## config.mk

```make
export PLATFORM = sky130hd
export DESIGN_NAME = nhc_host
export DESIGN_NICKNAME = d
export VERILOG_FILES = /design/src/core/nhc_pkg.sv /design/src/core/nhc_addr_fmt.sv /design/src/core/nhc_host.sv
export SDC_FILE = /design/constraint.sdc
export NUM_CORES = 1
export LEC_CHECK = 0
export BUFFER_PORTS_ARGS = -buffer_cell sky130_fd_sc_hd__buf_2
export CORE_ASPECT_RATIO = 1.4
export CORE_UTILIZATION = 52
export CTS_CLUSTER_DIAMETER = 30
export DETAILED_ROUTE_END_ITERATION = 8
export PLACE_DENSITY = 0.8
export SETUP_SLACK_MARGIN = 0.5
export SYNTH_ARGS = -nofsm -noshare
export SYNTH_HDL_FRONTEND = slang
export SYNTH_SLANG_ARGS = --single-unit
```

## constraint.sdc

```tcl
create_clock -name clock_in -period 5.13 [get_ports clock_in]
set_input_delay 0.513 -clock clock_in [delete_from_list [all_inputs] [get_ports clock_in]]
set_output_delay 0.513 -clock clock_in [all_outputs]
set_load 0.05 [all_outputs]
```

## src/core/nhc_pkg.sv

```systemverilog
package nhc_pkg;

   // ----------------------------------------------------------------
   // Clock and pin timing
   // ----------------------------------------------------------------
   localparam int unsigned CLK_PERIOD_NS = 5;
   localparam int unsigned T_WP_NS       = 25;   // Write strobe low time.
   localparam int unsigned T_WH_NS       = 15;   // Write strobe high time.
   localparam int unsigned T_RP_NS       = 25;   // Read strobe low time.
   localparam int unsigned T_REH_NS      = 15;   // Read strobe high time.
   localparam int unsigned T_WB_NS       = 100;  // Strobe to busy, also covers turnaround.
   localparam int unsigned SYNC_STAGES   = 2;

   // Least times round up to whole cycles, never below one.
   localparam logic [7:0] WP_CYC  = 8'((T_WP_NS + CLK_PERIOD_NS - 1) / CLK_PERIOD_NS);
   localparam logic [7:0] WH_CYC  = 8'((T_WH_NS + CLK_PERIOD_NS - 1) / CLK_PERIOD_NS);
   localparam logic [7:0] RP_CYC  = 8'((T_RP_NS + CLK_PERIOD_NS - 1) / CLK_PERIOD_NS
                                       + SYNC_STAGES);
   localparam logic [7:0] REH_CYC = 8'((T_REH_NS + CLK_PERIOD_NS - 1) / CLK_PERIOD_NS);
   localparam logic [7:0] WB_CYC  = 8'((T_WB_NS + CLK_PERIOD_NS - 1) / CLK_PERIOD_NS);

   // ----------------------------------------------------------------
   // Command codes
   // ----------------------------------------------------------------
   localparam logic [7:0] CMD_READ       = 8'h00;
   localparam logic [7:0] CMD_READ_CONF  = 8'h30;
   localparam logic [7:0] CMD_CBRD_CONF  = 8'h35;
   localparam logic [7:0] CMD_STATUS     = 8'h70;
   localparam logic [7:0] CMD_CB_PROG    = 8'h85;
   localparam logic [7:0] CMD_PROG_CONF  = 8'h10;
   localparam logic [7:0] CMD_PLANE_NEXT = 8'h11;
   localparam logic [7:0] CMD_PROG_TRAD2 = 8'h81;
   localparam logic [7:0] CMD_ERASE      = 8'h60;
   localparam logic [7:0] CMD_ERASE_CONF = 8'hd0;
   localparam logic [7:0] CMD_ERASE_NEXT = 8'hd1;
   localparam logic [7:0] CMD_PLANE_RD   = 8'h06;
   localparam logic [7:0] CMD_COL_CONF   = 8'he0;

   // ----------------------------------------------------------------
   // Address layout of the 16-bit organisation
   // ----------------------------------------------------------------
   localparam int unsigned ADDR_W     = 30;
   localparam int unsigned COL_W      = 11;
   localparam int unsigned PLANE_BIT  = 17;
   localparam logic [10:0] PAGE_WORDS = 11'h420;
   localparam logic [2:0]  LAST_CYC   = 3'h4;
   localparam logic [2:0]  ROW_CYC    = 3'h2;

   // ----------------------------------------------------------------
   // Host operations and sequence step kinds
   // ----------------------------------------------------------------
   typedef enum logic [3:0] {
      OP_PAGE_READ,
      OP_CB_READ2,
      OP_CB_PROG,
      OP_CB_PROG2_TRAD,
      OP_CB_PROG2_ALT,
      OP_ERASE2_TRAD,
      OP_ERASE2_ALT,
      OP_PLANE_READ,
      OP_STATUS,
      OP_RESUME_READ
   } nhc_op_t;

   localparam logic [3:0] OP_COUNT = 4'ha;

   typedef enum logic [2:0] {
      K_CMD,
      K_ADR5,
      K_ADR5B,
      K_ADR3,
      K_ADR3B,
      K_WAIT,
      K_READ,
      K_END
   } nhc_kind_t;

endpackage

```

## src/core/nhc_addr_fmt.sv

```systemverilog
`timescale 1ns/1ps

// Places one address cycle of a 30-bit word address onto the 16-bit bus.
module nhc_addr_fmt (
   input  wire logic [29:0] addr_in,
   input  wire logic [2:0]  cyc_in,
   output logic      [15:0] bus_out
);

   // ----------------------------------------------------------------
   // Cycle mapping
   // ----------------------------------------------------------------
   // Unused positions, the whole upper byte included, stay low.
   always_comb begin
      unique case (cyc_in)
         3'h0:    bus_out = {8'h00, addr_in[7:0]};
         3'h1:    bus_out = {13'h0000, addr_in[10:8]};
         3'h2:    bus_out = {8'h00, addr_in[18:11]};
         3'h3:    bus_out = {8'h00, addr_in[26:19]};
         3'h4:    bus_out = {13'h0000, addr_in[29:27]};
         default: bus_out = 16'h0000;
      endcase
   end

endmodule

```

## src/core/nhc_host.sv

```systemverilog
`timescale 1ns/1ps

// What this block does
// - Address cycles one and two carry column bits 0 to 10, low first.
// - Cycles three to five carry row bits 11 to 29, last holds three.
// - Host drives every unused address bit low, upper byte included.
// - No new command across dies until the running operation ends.
// - Host issues only command codes from the defined set.
// - Random column moves stay inside the currently addressed page.
// - Copy-back source and destination stay in the same plane.
// - Page read is 00h, five address cycles, then confirm 30h.
// - After status polling, reissue 00h before reading page data.
module nhc_host (
   input  wire logic        clock_in,
   input  wire logic        sys_rst_in,
   input  wire logic        req_valid_in,
   input  wire logic [3:0]  req_op_in,
   input  wire logic [29:0] req_addr_in,
   input  wire logic [29:0] req_addr2_in,
   input  wire logic [10:0] req_len_in,
   input  wire logic        allow_write_in,
   input  wire logic [15:0] io_in,
   input  wire logic        ready_busy_n_in,
   output logic             req_ready_out,
   output logic [15:0]      rd_data_out,
   output logic             rd_valid_out,
   output logic             done_out,
   output logic             err_out,
   output logic             ce_n_out,
   output logic             cle_out,
   output logic             ale_out,
   output logic             we_n_out,
   output logic             read_strobe_n_out,
   output logic             wp_n_out,
   output logic [15:0]      io_out,
   output logic             io_oe_out
);

   // ----------------------------------------------------------------
   // Pin synchronisers
   // ----------------------------------------------------------------
   logic [15:0] io_s1_r;
   logic [15:0] io_s2_r;
   logic        rb_s1_r;
   logic        rb_s2_r;

   // Two flops before anything looks at the pins.
   always_ff @(posedge clock_in or posedge sys_rst_in) begin
      if (sys_rst_in) begin
         io_s1_r <= 16'h0000;
         io_s2_r <= 16'h0000;
         rb_s1_r <= 1'b0;
         rb_s2_r <= 1'b0;
      end else begin
         io_s1_r <= io_in;
         io_s2_r <= io_s1_r;
         rb_s1_r <= ready_busy_n_in;
         rb_s2_r <= rb_s1_r;
      end
   end

   // ----------------------------------------------------------------
   // Operation sequences
   // ----------------------------------------------------------------
   typedef enum {
      S_IDLE,
      S_STEP,
      S_WLO,
      S_WHI,
      S_WB,
      S_RDY,
      S_RLO,
      S_RHI
   } nhc_state_t;

   localparam logic [10:0] S_A5  = {nhc_pkg::K_ADR5, 8'h00};
   localparam logic [10:0] S_A5B = {nhc_pkg::K_ADR5B, 8'h00};
   localparam logic [10:0] S_A3  = {nhc_pkg::K_ADR3, 8'h00};
   localparam logic [10:0] S_A3B = {nhc_pkg::K_ADR3B, 8'h00};
   localparam logic [10:0] S_WT  = {nhc_pkg::K_WAIT, 8'h00};
   localparam logic [10:0] S_RD  = {nhc_pkg::K_READ, 8'h00};
   localparam logic [10:0] S_RD1 = {nhc_pkg::K_READ, 8'h01};
   localparam logic [10:0] S_EN  = {nhc_pkg::K_END, 8'h00};

   function automatic logic [10:0] cm(input logic [7:0] code);
      cm = {nhc_pkg::K_CMD, code};
   endfunction

   // Returns step idx of an operation; only defined codes ever reach the pins.
   function automatic logic [10:0] step_of(input nhc_pkg::nhc_op_t op,
                                           input logic [3:0] idx);
      logic [0:8][10:0] t;
      t = '{S_EN, S_EN, S_EN, S_EN, S_EN, S_EN, S_EN, S_EN, S_EN};
      unique case (op)
         nhc_pkg::OP_PAGE_READ:     t = '{cm(nhc_pkg::CMD_READ), S_A5,
            cm(nhc_pkg::CMD_READ_CONF), S_WT, S_RD, S_EN, S_EN, S_EN, S_EN};
         nhc_pkg::OP_CB_READ2:      t = '{cm(nhc_pkg::CMD_READ), S_A5,
            cm(nhc_pkg::CMD_READ), S_A5B, cm(nhc_pkg::CMD_CBRD_CONF), S_WT, S_EN, S_EN, S_EN};
         nhc_pkg::OP_CB_PROG:       t = '{cm(nhc_pkg::CMD_CB_PROG), S_A5,
            cm(nhc_pkg::CMD_PROG_CONF), S_WT, S_EN, S_EN, S_EN, S_EN, S_EN};
         nhc_pkg::OP_CB_PROG2_TRAD: t = '{cm(nhc_pkg::CMD_CB_PROG), S_A5,
            cm(nhc_pkg::CMD_PLANE_NEXT), S_WT, cm(nhc_pkg::CMD_PROG_TRAD2), S_A5B,
            cm(nhc_pkg::CMD_PROG_CONF), S_WT, S_EN};
         nhc_pkg::OP_CB_PROG2_ALT:  t = '{cm(nhc_pkg::CMD_CB_PROG), S_A5,
            cm(nhc_pkg::CMD_PLANE_NEXT), S_WT, cm(nhc_pkg::CMD_CB_PROG), S_A5B,
            cm(nhc_pkg::CMD_PROG_CONF), S_WT, S_EN};
         nhc_pkg::OP_ERASE2_TRAD:   t = '{cm(nhc_pkg::CMD_ERASE), S_A3,
            cm(nhc_pkg::CMD_ERASE), S_A3B, cm(nhc_pkg::CMD_ERASE_CONF), S_WT, S_EN, S_EN, S_EN};
         nhc_pkg::OP_ERASE2_ALT:    t = '{cm(nhc_pkg::CMD_ERASE), S_A3,
            cm(nhc_pkg::CMD_ERASE_NEXT), cm(nhc_pkg::CMD_ERASE), S_A3B,
            cm(nhc_pkg::CMD_ERASE_CONF), S_WT, S_EN, S_EN};
         nhc_pkg::OP_PLANE_READ:    t = '{cm(nhc_pkg::CMD_PLANE_RD), S_A5,
            cm(nhc_pkg::CMD_COL_CONF), S_WT, S_RD, S_EN, S_EN, S_EN, S_EN};
         nhc_pkg::OP_STATUS:        t = '{cm(nhc_pkg::CMD_STATUS), S_WT, S_RD1,
            S_EN, S_EN, S_EN, S_EN, S_EN, S_EN};
         nhc_pkg::OP_RESUME_READ:   t = '{cm(nhc_pkg::CMD_READ), S_WT, S_RD,
            S_EN, S_EN, S_EN, S_EN, S_EN, S_EN};
         default:                   t = '{S_EN, S_EN, S_EN, S_EN, S_EN, S_EN, S_EN, S_EN, S_EN};
      endcase
      step_of = (idx > 4'h8) ? S_EN : t[idx];
   endfunction

   // ----------------------------------------------------------------
   // Sequencer state
   // ----------------------------------------------------------------
   nhc_state_t        st_r, st_nxt;
   nhc_pkg::nhc_op_t  op_r, op_nxt;
   logic [7:0]        tmr_r, tmr_nxt;
   logic [3:0]        idx_r, idx_nxt;
   logic [2:0]        acyc_r, acyc_nxt;
   logic [10:0]       cnt_r, cnt_nxt;
   logic [29:0]       addr_r, addr_nxt;
   logic [29:0]       addr2_r, addr2_nxt;
   logic              src_pl_r, src_pl_nxt;
   logic              src_pl2_r, src_pl2_nxt;
   logic              ce_n_r, ce_n_nxt, cle_r, cle_nxt, ale_r, ale_nxt;
   logic              we_n_r, we_n_nxt, re_n_r, re_n_nxt, oe_r, oe_nxt;
   logic              rdy_r, rdy_nxt, dv_r, dv_nxt, done_r, done_nxt;
   logic              err_r, err_nxt, wp_n_r;
   logic [15:0]       io_r, io_nxt, dat_r, dat_nxt;
   logic [10:0]       step;
   nhc_pkg::nhc_kind_t kind;
   logic              adr3, adr_b, last_acyc;
   logic [2:0]        fmt_cyc;
   logic [15:0]       fmt_bus;
   logic [10:0]       room;
   logic              pl_bad;
   nhc_pkg::nhc_op_t  req_op;

   assign step      = step_of(op_r, idx_r);
   assign kind      = nhc_pkg::nhc_kind_t'(step[10:8]);
   assign adr3      = (kind == nhc_pkg::K_ADR3) || (kind == nhc_pkg::K_ADR3B);
   assign adr_b     = (kind == nhc_pkg::K_ADR5B) || (kind == nhc_pkg::K_ADR3B);
   assign fmt_cyc   = adr3 ? 3'(acyc_r + nhc_pkg::ROW_CYC) : acyc_r;
   assign last_acyc = (fmt_cyc == nhc_pkg::LAST_CYC);
   assign room      = nhc_pkg::PAGE_WORDS - addr_r[10:0];
   assign req_op    = nhc_pkg::nhc_op_t'(req_op_in);

   // Copy-back program must land in the plane(s) the data was read from.
   assign pl_bad = ((req_op == nhc_pkg::OP_CB_PROG) || (req_op == nhc_pkg::OP_CB_PROG2_TRAD) ||
                    (req_op == nhc_pkg::OP_CB_PROG2_ALT)) &&
                   ((req_addr_in[nhc_pkg::PLANE_BIT] != src_pl_r) ||
                    ((req_op != nhc_pkg::OP_CB_PROG) &&
                     (req_addr2_in[nhc_pkg::PLANE_BIT] != src_pl2_r)));

   nhc_addr_fmt u_fmt (
      .addr_in (adr_b ? addr2_r : addr_r),
      .cyc_in  (fmt_cyc),
      .bus_out (fmt_bus)
   );

   // Next-state logic of the sequencer and of every pin but write protect.
   always_comb begin
      st_nxt = st_r; op_nxt = op_r; tmr_nxt = tmr_r; idx_nxt = idx_r;
      acyc_nxt = acyc_r; cnt_nxt = cnt_r; addr_nxt = addr_r; addr2_nxt = addr2_r;
      src_pl_nxt = src_pl_r; src_pl2_nxt = src_pl2_r;
      ce_n_nxt = ce_n_r; cle_nxt = cle_r; ale_nxt = ale_r; we_n_nxt = we_n_r;
      re_n_nxt = re_n_r; oe_nxt = oe_r; io_nxt = io_r; dat_nxt = dat_r;
      rdy_nxt = rdy_r; dv_nxt = 1'b0; done_nxt = 1'b0; err_nxt = 1'b0;
      tmr_nxt = (tmr_r > 8'h01) ? 8'(tmr_r - 8'h01) : tmr_r;
      unique case (st_r)
         S_IDLE: begin
            if (req_valid_in && rdy_r) begin
               if ((req_op_in >= nhc_pkg::OP_COUNT) || pl_bad) begin
                  err_nxt  = 1'b1;
                  done_nxt = 1'b1;
               end else begin
                  op_nxt   = req_op;
                  addr_nxt = req_addr_in;
                  addr2_nxt = req_addr2_in;
                  idx_nxt  = 4'h0;
                  acyc_nxt = 3'h0;
                  rdy_nxt  = 1'b0;
                  ce_n_nxt = 1'b0;
                  st_nxt   = S_STEP;
                  if (req_op == nhc_pkg::OP_CB_READ2) begin
                     src_pl_nxt  = req_addr_in[nhc_pkg::PLANE_BIT];
                     src_pl2_nxt = req_addr2_in[nhc_pkg::PLANE_BIT];
                  end
               end
            end
         end
         S_STEP: begin
            unique case (kind)
               nhc_pkg::K_CMD: begin
                  io_nxt = {8'h00, step[7:0]};
                  cle_nxt = 1'b1; ale_nxt = 1'b0; oe_nxt = 1'b1; re_n_nxt = 1'b1;
                  we_n_nxt = 1'b0; tmr_nxt = nhc_pkg::WP_CYC; st_nxt = S_WLO;
               end
               nhc_pkg::K_ADR5, nhc_pkg::K_ADR5B, nhc_pkg::K_ADR3, nhc_pkg::K_ADR3B: begin
                  io_nxt = fmt_bus;
                  cle_nxt = 1'b0; ale_nxt = 1'b1; oe_nxt = 1'b1; re_n_nxt = 1'b1;
                  we_n_nxt = 1'b0; tmr_nxt = nhc_pkg::WP_CYC; st_nxt = S_WLO;
               end
               nhc_pkg::K_WAIT: begin
                  cle_nxt = 1'b0; ale_nxt = 1'b0; oe_nxt = 1'b0;
                  tmr_nxt = nhc_pkg::WB_CYC; st_nxt = S_WB;
               end
               nhc_pkg::K_READ: begin
                  // Word count clamps at page end; zero asks for the rest.
                  if (step[7:0] != 8'h00)
                     cnt_nxt = 11'h001;
                  else if ((req_len_in == 11'h000) || (req_len_in > room))
                     cnt_nxt = room;
                  else
                     cnt_nxt = req_len_in;
                  cle_nxt = 1'b0; ale_nxt = 1'b0; oe_nxt = 1'b0;
                  re_n_nxt = 1'b0; tmr_nxt = nhc_pkg::RP_CYC; st_nxt = S_RLO;
               end
               default: begin
                  ce_n_nxt = 1'b1; cle_nxt = 1'b0; ale_nxt = 1'b0; oe_nxt = 1'b0;
                  re_n_nxt = 1'b1; done_nxt = 1'b1; rdy_nxt = 1'b1; st_nxt = S_IDLE;
               end
            endcase
         end
         S_WLO: begin
            if (tmr_r == 8'h01) begin
               we_n_nxt = 1'b1;
               tmr_nxt  = nhc_pkg::WH_CYC;
               st_nxt   = S_WHI;
            end
         end
         S_WHI: begin
            if (tmr_r == 8'h01) begin
               st_nxt = S_STEP;
               if ((kind != nhc_pkg::K_CMD) && !last_acyc) begin
                  acyc_nxt = 3'(acyc_r + 3'h1);
               end else begin
                  acyc_nxt = 3'h0;
                  idx_nxt  = 4'(idx_r + 4'h1);
               end
            end
         end
         S_WB: begin
            if (tmr_r == 8'h01)
               st_nxt = S_RDY;
         end
         S_RDY: begin
            // Nothing more is sent until the device reports ready.
            if (rb_s2_r) begin
               idx_nxt = 4'(idx_r + 4'h1);
               st_nxt  = S_STEP;
            end
         end
         S_RLO: begin
            if (tmr_r == 8'h01) begin
               dat_nxt  = io_s2_r;
               dv_nxt   = 1'b1;
               re_n_nxt = 1'b1;
               tmr_nxt  = nhc_pkg::REH_CYC;
               st_nxt   = S_RHI;
            end
         end
         S_RHI: begin
            if (tmr_r == 8'h01) begin
               cnt_nxt = 11'(cnt_r - 11'h001);
               if (cnt_r == 11'h001) begin
                  idx_nxt = 4'(idx_r + 4'h1);
                  st_nxt  = S_STEP;
               end else begin
                  re_n_nxt = 1'b0;
                  tmr_nxt  = nhc_pkg::RP_CYC;
                  st_nxt   = S_RLO;
               end
            end
         end
      endcase
   end

   // Registers of the sequencer; every pin and status output is a flop.
   always_ff @(posedge clock_in or posedge sys_rst_in) begin
      if (sys_rst_in) begin
         st_r <= S_IDLE; op_r <= nhc_pkg::OP_PAGE_READ; tmr_r <= 8'h00;
         idx_r <= 4'h0; acyc_r <= 3'h0; cnt_r <= 11'h000;
         addr_r <= 30'h00000000; addr2_r <= 30'h00000000;
         src_pl_r <= 1'b0; src_pl2_r <= 1'b0;
         ce_n_r <= 1'b1; cle_r <= 1'b0; ale_r <= 1'b0; we_n_r <= 1'b1;
         re_n_r <= 1'b1; oe_r <= 1'b0; io_r <= 16'h0000; dat_r <= 16'h0000;
         rdy_r <= 1'b1; dv_r <= 1'b0; done_r <= 1'b0; err_r <= 1'b0; wp_n_r <= 1'b0;
      end else begin
         st_r <= st_nxt; op_r <= op_nxt; tmr_r <= tmr_nxt;
         idx_r <= idx_nxt; acyc_r <= acyc_nxt; cnt_r <= cnt_nxt;
         addr_r <= addr_nxt; addr2_r <= addr2_nxt;
         src_pl_r <= src_pl_nxt; src_pl2_r <= src_pl2_nxt;
         ce_n_r <= ce_n_nxt; cle_r <= cle_nxt; ale_r <= ale_nxt; we_n_r <= we_n_nxt;
         re_n_r <= re_n_nxt; oe_r <= oe_nxt; io_r <= io_nxt; dat_r <= dat_nxt;
         rdy_r <= rdy_nxt; dv_r <= dv_nxt; done_r <= done_nxt; err_r <= err_nxt;
         wp_n_r <= allow_write_in;
      end
   end

   // ----------------------------------------------------------------
   // Outputs
   // ----------------------------------------------------------------
   assign req_ready_out     = rdy_r;
   assign rd_data_out       = dat_r;
   assign rd_valid_out      = dv_r;
   assign done_out          = done_r;
   assign err_out           = err_r;
   assign ce_n_out          = ce_n_r;
   assign cle_out           = cle_r;
   assign ale_out           = ale_r;
   assign we_n_out          = we_n_r;
   assign read_strobe_n_out = re_n_r;
   assign wp_n_out          = wp_n_r;
   assign io_out            = io_r;
   assign io_oe_out         = oe_r;

endmodule

```

# After elaboration in Yosys (flattened, before gate mapping)
# Memory sizes are Yosys's and may differ from the RTL's.
# Cells that the tools add are included.
dict set report totals {
  regBits 200
  latch_bits 0
  ramBits 0
  romBits 720
  input_bits 96
  out_inout_bits 43
  word_cells 185
  n_memories 1
}
# name words word_bits read_ports rd_ports_with_merged_regs write_ports line
set mem_list {}
lappend mem_list {{(no name shown)} 16 45 1 0 0 nhc_host.sv:94} ;# unique case (op)
dict set report classes {
  addsub 6
  multipliers 0
  n_div 0
  n_lt_le_gt_ge 5
  n_eq_ne 41
  n_shift 0
  mux 64
  bitwise_logic 2
  n_reduce_logical 40
}
# operator count
set op_table {}
lappend op_table {{32-bit two-way mux} 8}
lappend op_table {{32-bit case mux with 8 select lines} 1}
lappend op_table {{32-bit by 3-bit == test with 1-bit output (second input constant)} 4}
lappend op_table {{11-bit two-way mux} 7}
lappend op_table {{32-bit by 2-bit == test with 1-bit output (second input constant)} 2}
lappend op_table {{8-bit case mux with 3 select lines} 2}
lappend op_table {{11-bit binary-select mux with 4-bit select} 1}
lappend op_table {{8-bit case mux with 5 select lines} 1}
lappend op_table {{32-bit by 1-bit == test with 1-bit output (second input constant)} 1}
lappend op_table {{32-bit logical NOT} 1}
lappend op_table {{8-bit two-way mux} 4}
lappend op_table {{16-bit case mux with 2 select lines} 1}
lappend op_table {{30-bit two-way mux} 1}
lappend op_table {{2-bit != test (second input constant)} 15}
lappend op_table {{4-bit two-way mux} 7}
lappend op_table {{11-bit case mux with 2 select lines} 1}
lappend op_table {{3-bit two-way mux} 6}
lappend op_table {{1-bit two-way mux} 16}
lappend op_table {{4-bit case mux with 4 select lines} 1}
lappend op_table {{8-bit AND reduction} 2}
lappend op_table {{3-bit by 2-bit == test with 1-bit output (second input constant)} 4}
lappend op_table {{3-bit == test (second input constant)} 4}
lappend op_table {{4-bit AND reduction} 3}
lappend op_table {{11-bit by 1-bit == test with 1-bit output (second input constant)} 1}
lappend op_table {{other kinds (40)} 64}

# Depth between registers and ports, before layout
dict set report logic_depth {
  depth_word 14
  depth_mapped 15
  depth_no_buf 14
}

# By module
# Synthesis repeated with hierarchy kept, for this count alone.
dict set report unflattened {
  hier_cells 818
  area_unflattened_um2 9133.8
}
# module n_inst cells_per_inst area_each_um2 seq_area_each_um2
set by_module_without_submodules {}
lappend by_module_without_submodules {nhc_host 1 771 8775.9 4282.9}
lappend by_module_without_submodules {nhc_addr_fmt 1 47 357.8 0.0}

# Worst setup path before layout
# OpenSTA, ideal clock, no wires.
dict set report synth_timing {
  kind {reg2reg}
  start {register addr_r[0]}
  end {register cnt_r[1]}
  setup_time_ps 125
  arrival_time_ps 3395
  t_required_ps 5005
  setup_slack_ps 1610
  path_stages_with_launch 16
  path_buffers 1
  period_less_slack_ps 3520
  cell_sequence {dfrtp_1 > inv_1 > ha_1 > nand2_1 > o21a_1 > nor3_1 > xor2_1 > ha_1 > nor2b_1 > a2111oi_0 > a211oi_1 > a21oi_1 > buf_2 > mux2i_1 > o221a_2 > a21oi_1}
}
dict set report synth_between {
  elab_chain_len 7
}
# item line
set synth_rtl {}
lappend synth_rtl {{start, declared} nhc_host.sv:132} ;# logic [29:0] addr_r, addr_nxt;
lappend synth_rtl {{start signal, assigned} nhc_host.sv:303} ;# addr_r <= addr_nxt; addr2_r <= addr2_nxt;
lappend synth_rtl {{11-bit subtractor *} nhc_host.sv:156} ;# assign room = nhc_pkg::PAGE_WORDS - addr_r[10:0];
lappend synth_rtl {{11-bit > comparator} nhc_host.sv:223} ;# else if ((req_len_in == 11'h000) || (req_len_in > room))
lappend synth_rtl {{1-bit logical OR} nhc_host.sv:223}
lappend synth_rtl {{11-bit two-way mux *} nhc_host.sv:223}
lappend synth_rtl {{11-bit two-way mux *} nhc_host.sv:221} ;# if (step[7:0] != 8'h00)
lappend synth_rtl {{11-bit two-way mux *} nhc_host.sv:204} ;# unique case (kind)
lappend synth_rtl {{11-bit case mux with 2 select lines *} nhc_host.sv:181} ;# unique case (st_r)
lappend synth_rtl {{end signal, assigned} nhc_host.sv:302} ;# idx_r <= idx_nxt; acyc_r <= acyc_nxt; cnt_r <= cnt_nxt;
lappend synth_rtl {{end, declared} nhc_host.sv:131} ;# logic [10:0] cnt_r, cnt_nxt;
# Mark *: on every way between the ends. The rest lies on a longest branch, timed or not. The select of a mux whose other input is x is not followed.
# A chain may end at the register's enable or synchronous reset.

# Worst setup path in the final report
dict set report layout_timing {
  start {register addr_r[0]}
  end {register cnt_r[2]}
}
# The elaborated chain is that of the path after synthesis.

==> impl_metrics.py <==
metrics = {
    "logic_synthesis": {
        "synth_top_family_by_area": "multiplexers",
        "synth_top_cell_by_area": "dfrtp_1",
        "syn_avg_cell_area_um2": 11.0,
        "synthTopCellsByCount": "160 x dfrtp_1, 92 x mux2_2, 55 x nor2_1",
        "synthMuxAreaShare": 0.159,
        "synth.cell_area_mm2": 0.00852,
        "synth_cell_types": 78,
        "synth_top_area_share": 0.470,
        "synth-compound-area-share": 0.152,
        "yosysMostFrequentCell": "dfrtp_1",
        "synth-adder-area-share": 0.0353,
        "ys_ff_latch": 163,
        "synthSimpleGateAreaFrac": 0.123,
        "synthFlopType": "dfrtp_1",
        "ys_async_sr_fraction": 1.00,
        "synth_warnings": 0,
        "synth_edf_count": 0,
        "synth_cells": 772,
        "yosys-top-cells-area": "dfrtp_1 47%, mux2_2 12%, ha_1 3.5%",
        "synthXorXnorAreaFrac": 0.0144,
        "yosysSeqAreaShare": 0.479,
    },
    "detailed_routing": {
        "firstDrtPassIters": 5,
        "via_per_inst": 5.93,
        "vias": 6535,
        "final_antenna_net_count": 0,
        "drt_iter0_drc": 413,
        "route.detailed.drc": 0,
        "post_drt_wl_per_cell_um": 18.1,
        "wl_um": 19900,
    },
    "grt": {
        "grt_pass1_vias": 6484,
        "grt_start_max_net_pins": 164,
        "antenna_found_initial": 0,
        "track_usage": 0.252,
        "grt_pass1_wl_um": 32300,
        "grt-ovfl-total": 0,
    },
    "cts": {
        "post_cts_buffers": 0,
        "cts_sinks": 163,
        "clk_path_buf_depth": 2,
        "clk_pin_slew_ns": 0.07,
        "cts_root_buf": "clkbuf_16",
        "worstSkewPairLatency_ns": 0.44,
        "ctsHtreeMaxLevel": 4,
        "numCtsBuffers": 17,
        "holdBufCountCts": 0,
        "ctsResizeCount": 0,
        "cts_tree": "built",
    },
    "die": {
        "core-area_mm2": 0.0161,
        "die_area_mm2": 0.0169,
        "num_rows": 55,
        "die_w_um": 110,
        "initial_core_util": 0.529,
        "ios": 139,
        "die_h_um": 153,
    },
    "placement": {
        "placed_area_mm2": 0.00929,
        "dp_hpwl_um": 14300,
        "gp_congestion": 0.902,
        "io_buffers": 130,
    },
    "finish": {
        "drive_gt1_frac": 0.330,
        "num_antenna_cells": 0,
        "design_area_mm2": 0.00989,
        "nets": 1010,
        "area_growth_pct": 16.1,
    },
    "timing": {
        "period_share": 0.736,
        "rsz0062_at_grt": "false",
        "drv_slew": 0,
        "worst_slew_margin_rel": 0.441,
        "setup_tns_ns": 0,
        "clock_skew_ns": 0.00977,
        "fmaxAchievable_mhz": 265,
        "setup_viol": 0,
        "final-hold-violation-count": 0,
        "period_minus_slack_ns": 3.78,
        "worstMarginPinSlew_ns": 0.839,
    },
    "setup_path": {
        "cp-start-kind": "flip-flop",
        "rr_worst_depth": 15,
        "startpoint": "addr_r[0]",
        "required_ns": 5.51,
        "arrival_ns": 4.15,
        "cp_max_fo": 15,
        "end_kind": "flip-flop",
        "rrSetupSlack_ns": 1.35,
        "crit_type": "flip-flop to flip-flop",
        "timing.rr.start": "addr_r[0]",
        "rr_endpoint": "cnt_r[2]",
        "crit_end": "cnt_r[2]",
    },
    "power": {
        "pwr_density_cell_mw_per_mm2": 447,
        "ir_drop_uv": 283,
        "finalPower_mw": 4.42,
        "p_leak_nw": 4.69,
    },
    "flow_run": {
        "max_cap_violations": 0,
    },
    "hold_path": {
        "hold_start": "io_in[5]",
        "hold_class": "input port to flip-flop",
    },
    "status": {
        "status": "complete, no violations",
    },
}
[cells by family after synthesis]
group | count (synthesis)
and+or+nand+nor | 207
AOI/OAI and AO/OA | 184
DFF | 163
muxes | 110
buffers and inverters | 69
adders and majority gates | 24
xor gates and xnor gates | 14
other | 1
[state kept, by name, indices dropped and copies added (netlist names), 3 cells and up]
signal       flops
rd_data_out     16
op_r             4
cnt_r           11
tmr_r            8
st_r             3
io_s2_r         16
io_s1_r         16
io_out           8
addr_r          30
acyc_r           3
addr2_r         30
idx_r            4
[cell usage in the layout (no fill, tap or decap), types with 4 or more instances in the layout]
cell type	count
a22oi_1	9
inv_1	24
nand2b_1	15
a211oi_1	6
a31oi_1	5
nor2b_1	5
o211ai_1	8
dfrtp_1	160
nand3_1	25
o21a_1	8
o221ai_1	4
nand2_1	49
buf_4	5
inv_8	5
clkbuf_16	17
o21ai_0	37
buf_2	130
mux2_2	92
o31ai_1	5
xnor2_1	11
clkinv_8	4
o22ai_1	5
nor2_1	55
ha_1	24
nor3_1	16
mux4_2	11
a21oi_1	41
or3_1	4
nor3_2	4
a21o_1	7
mux2i_1	6
conb_1	8
nand4_1	8
[area by class of cell]
type / instances / area [um^2]
Clock buffer: 17 / 425
Clock inverter: 15 / 180
Fill cell: 1355 / 6210
Inverter: 25 / 97.6
Multi-Input combinational cell: 547 / 4150
Sequential cell: 163 / 4080
Tap cell: 199 / 249
Timing Repair Buffer: 136 / 708
[worst min path at each step]
stage | cells after the start | slack, ns | to
after floorplan | 0 | 0.33 | io_s2_r[0]
after global placement | 0 | 0.33 | io_s2_r[9]
after detailed placement | 0 | 0.34 | io_s2_r[1]
after CTS | 1 | 0.16 | io_s1_r[0]
after global routing | 1 | 0.16 | io_s1_r[0]
final | 1 | 0.17 | io_s1_r[5]
[critical path, stage by stage (launching register included)]
cell and delay, ns:
dfrtp_1 0.44, inv_1 0.11, ha_1 0.18, nand2_1 0.09, o21a_1 0.21, nor3_1 0.18
xor2_1 0.25, ha_1 0.29, nor2b_1 0.13, a2111oi_0 0.64, a211oi_1 0.20, a21oi_1 0.19
buf_4 0.22, mux2_2 0.35, o22ai_1 0.10, a22o_1 0.15
[per-stage QoR]
step,hold WS (ns),std cells,util,worst slack [ns]
6_report,0.172,1102,0.614,1.35
5_1_grt,0.163,1102,0.614,0.944
4_1_cts,0.163,1102,0.614,1.35
3_5_place_dp,0.336,1070,0.577,1.38
3_3_place_gp,0.332,1070,0.577,1.47
2_1_floorplan,0.331,779,-,1.61
[per-layer routing]
metal  vias up  share of wire  GRT usage
met1      3174           0.38      0.302
met4         0          0.038      0.131
met2       256           0.51      0.415
li1       3053              -          -
met3        52          0.065     0.0588
met5         -              0          0
[report_power, final]
part / internal [mW] / total, mW / switching, mW
Clock: 0.662 / 1.28 / 0.615
Sequential: 1.49 / 1.71 / 0.214
Combinational: 0.498 / 1.44 / 0.939
No activity file was read; power rests on OpenSTA's default activity.
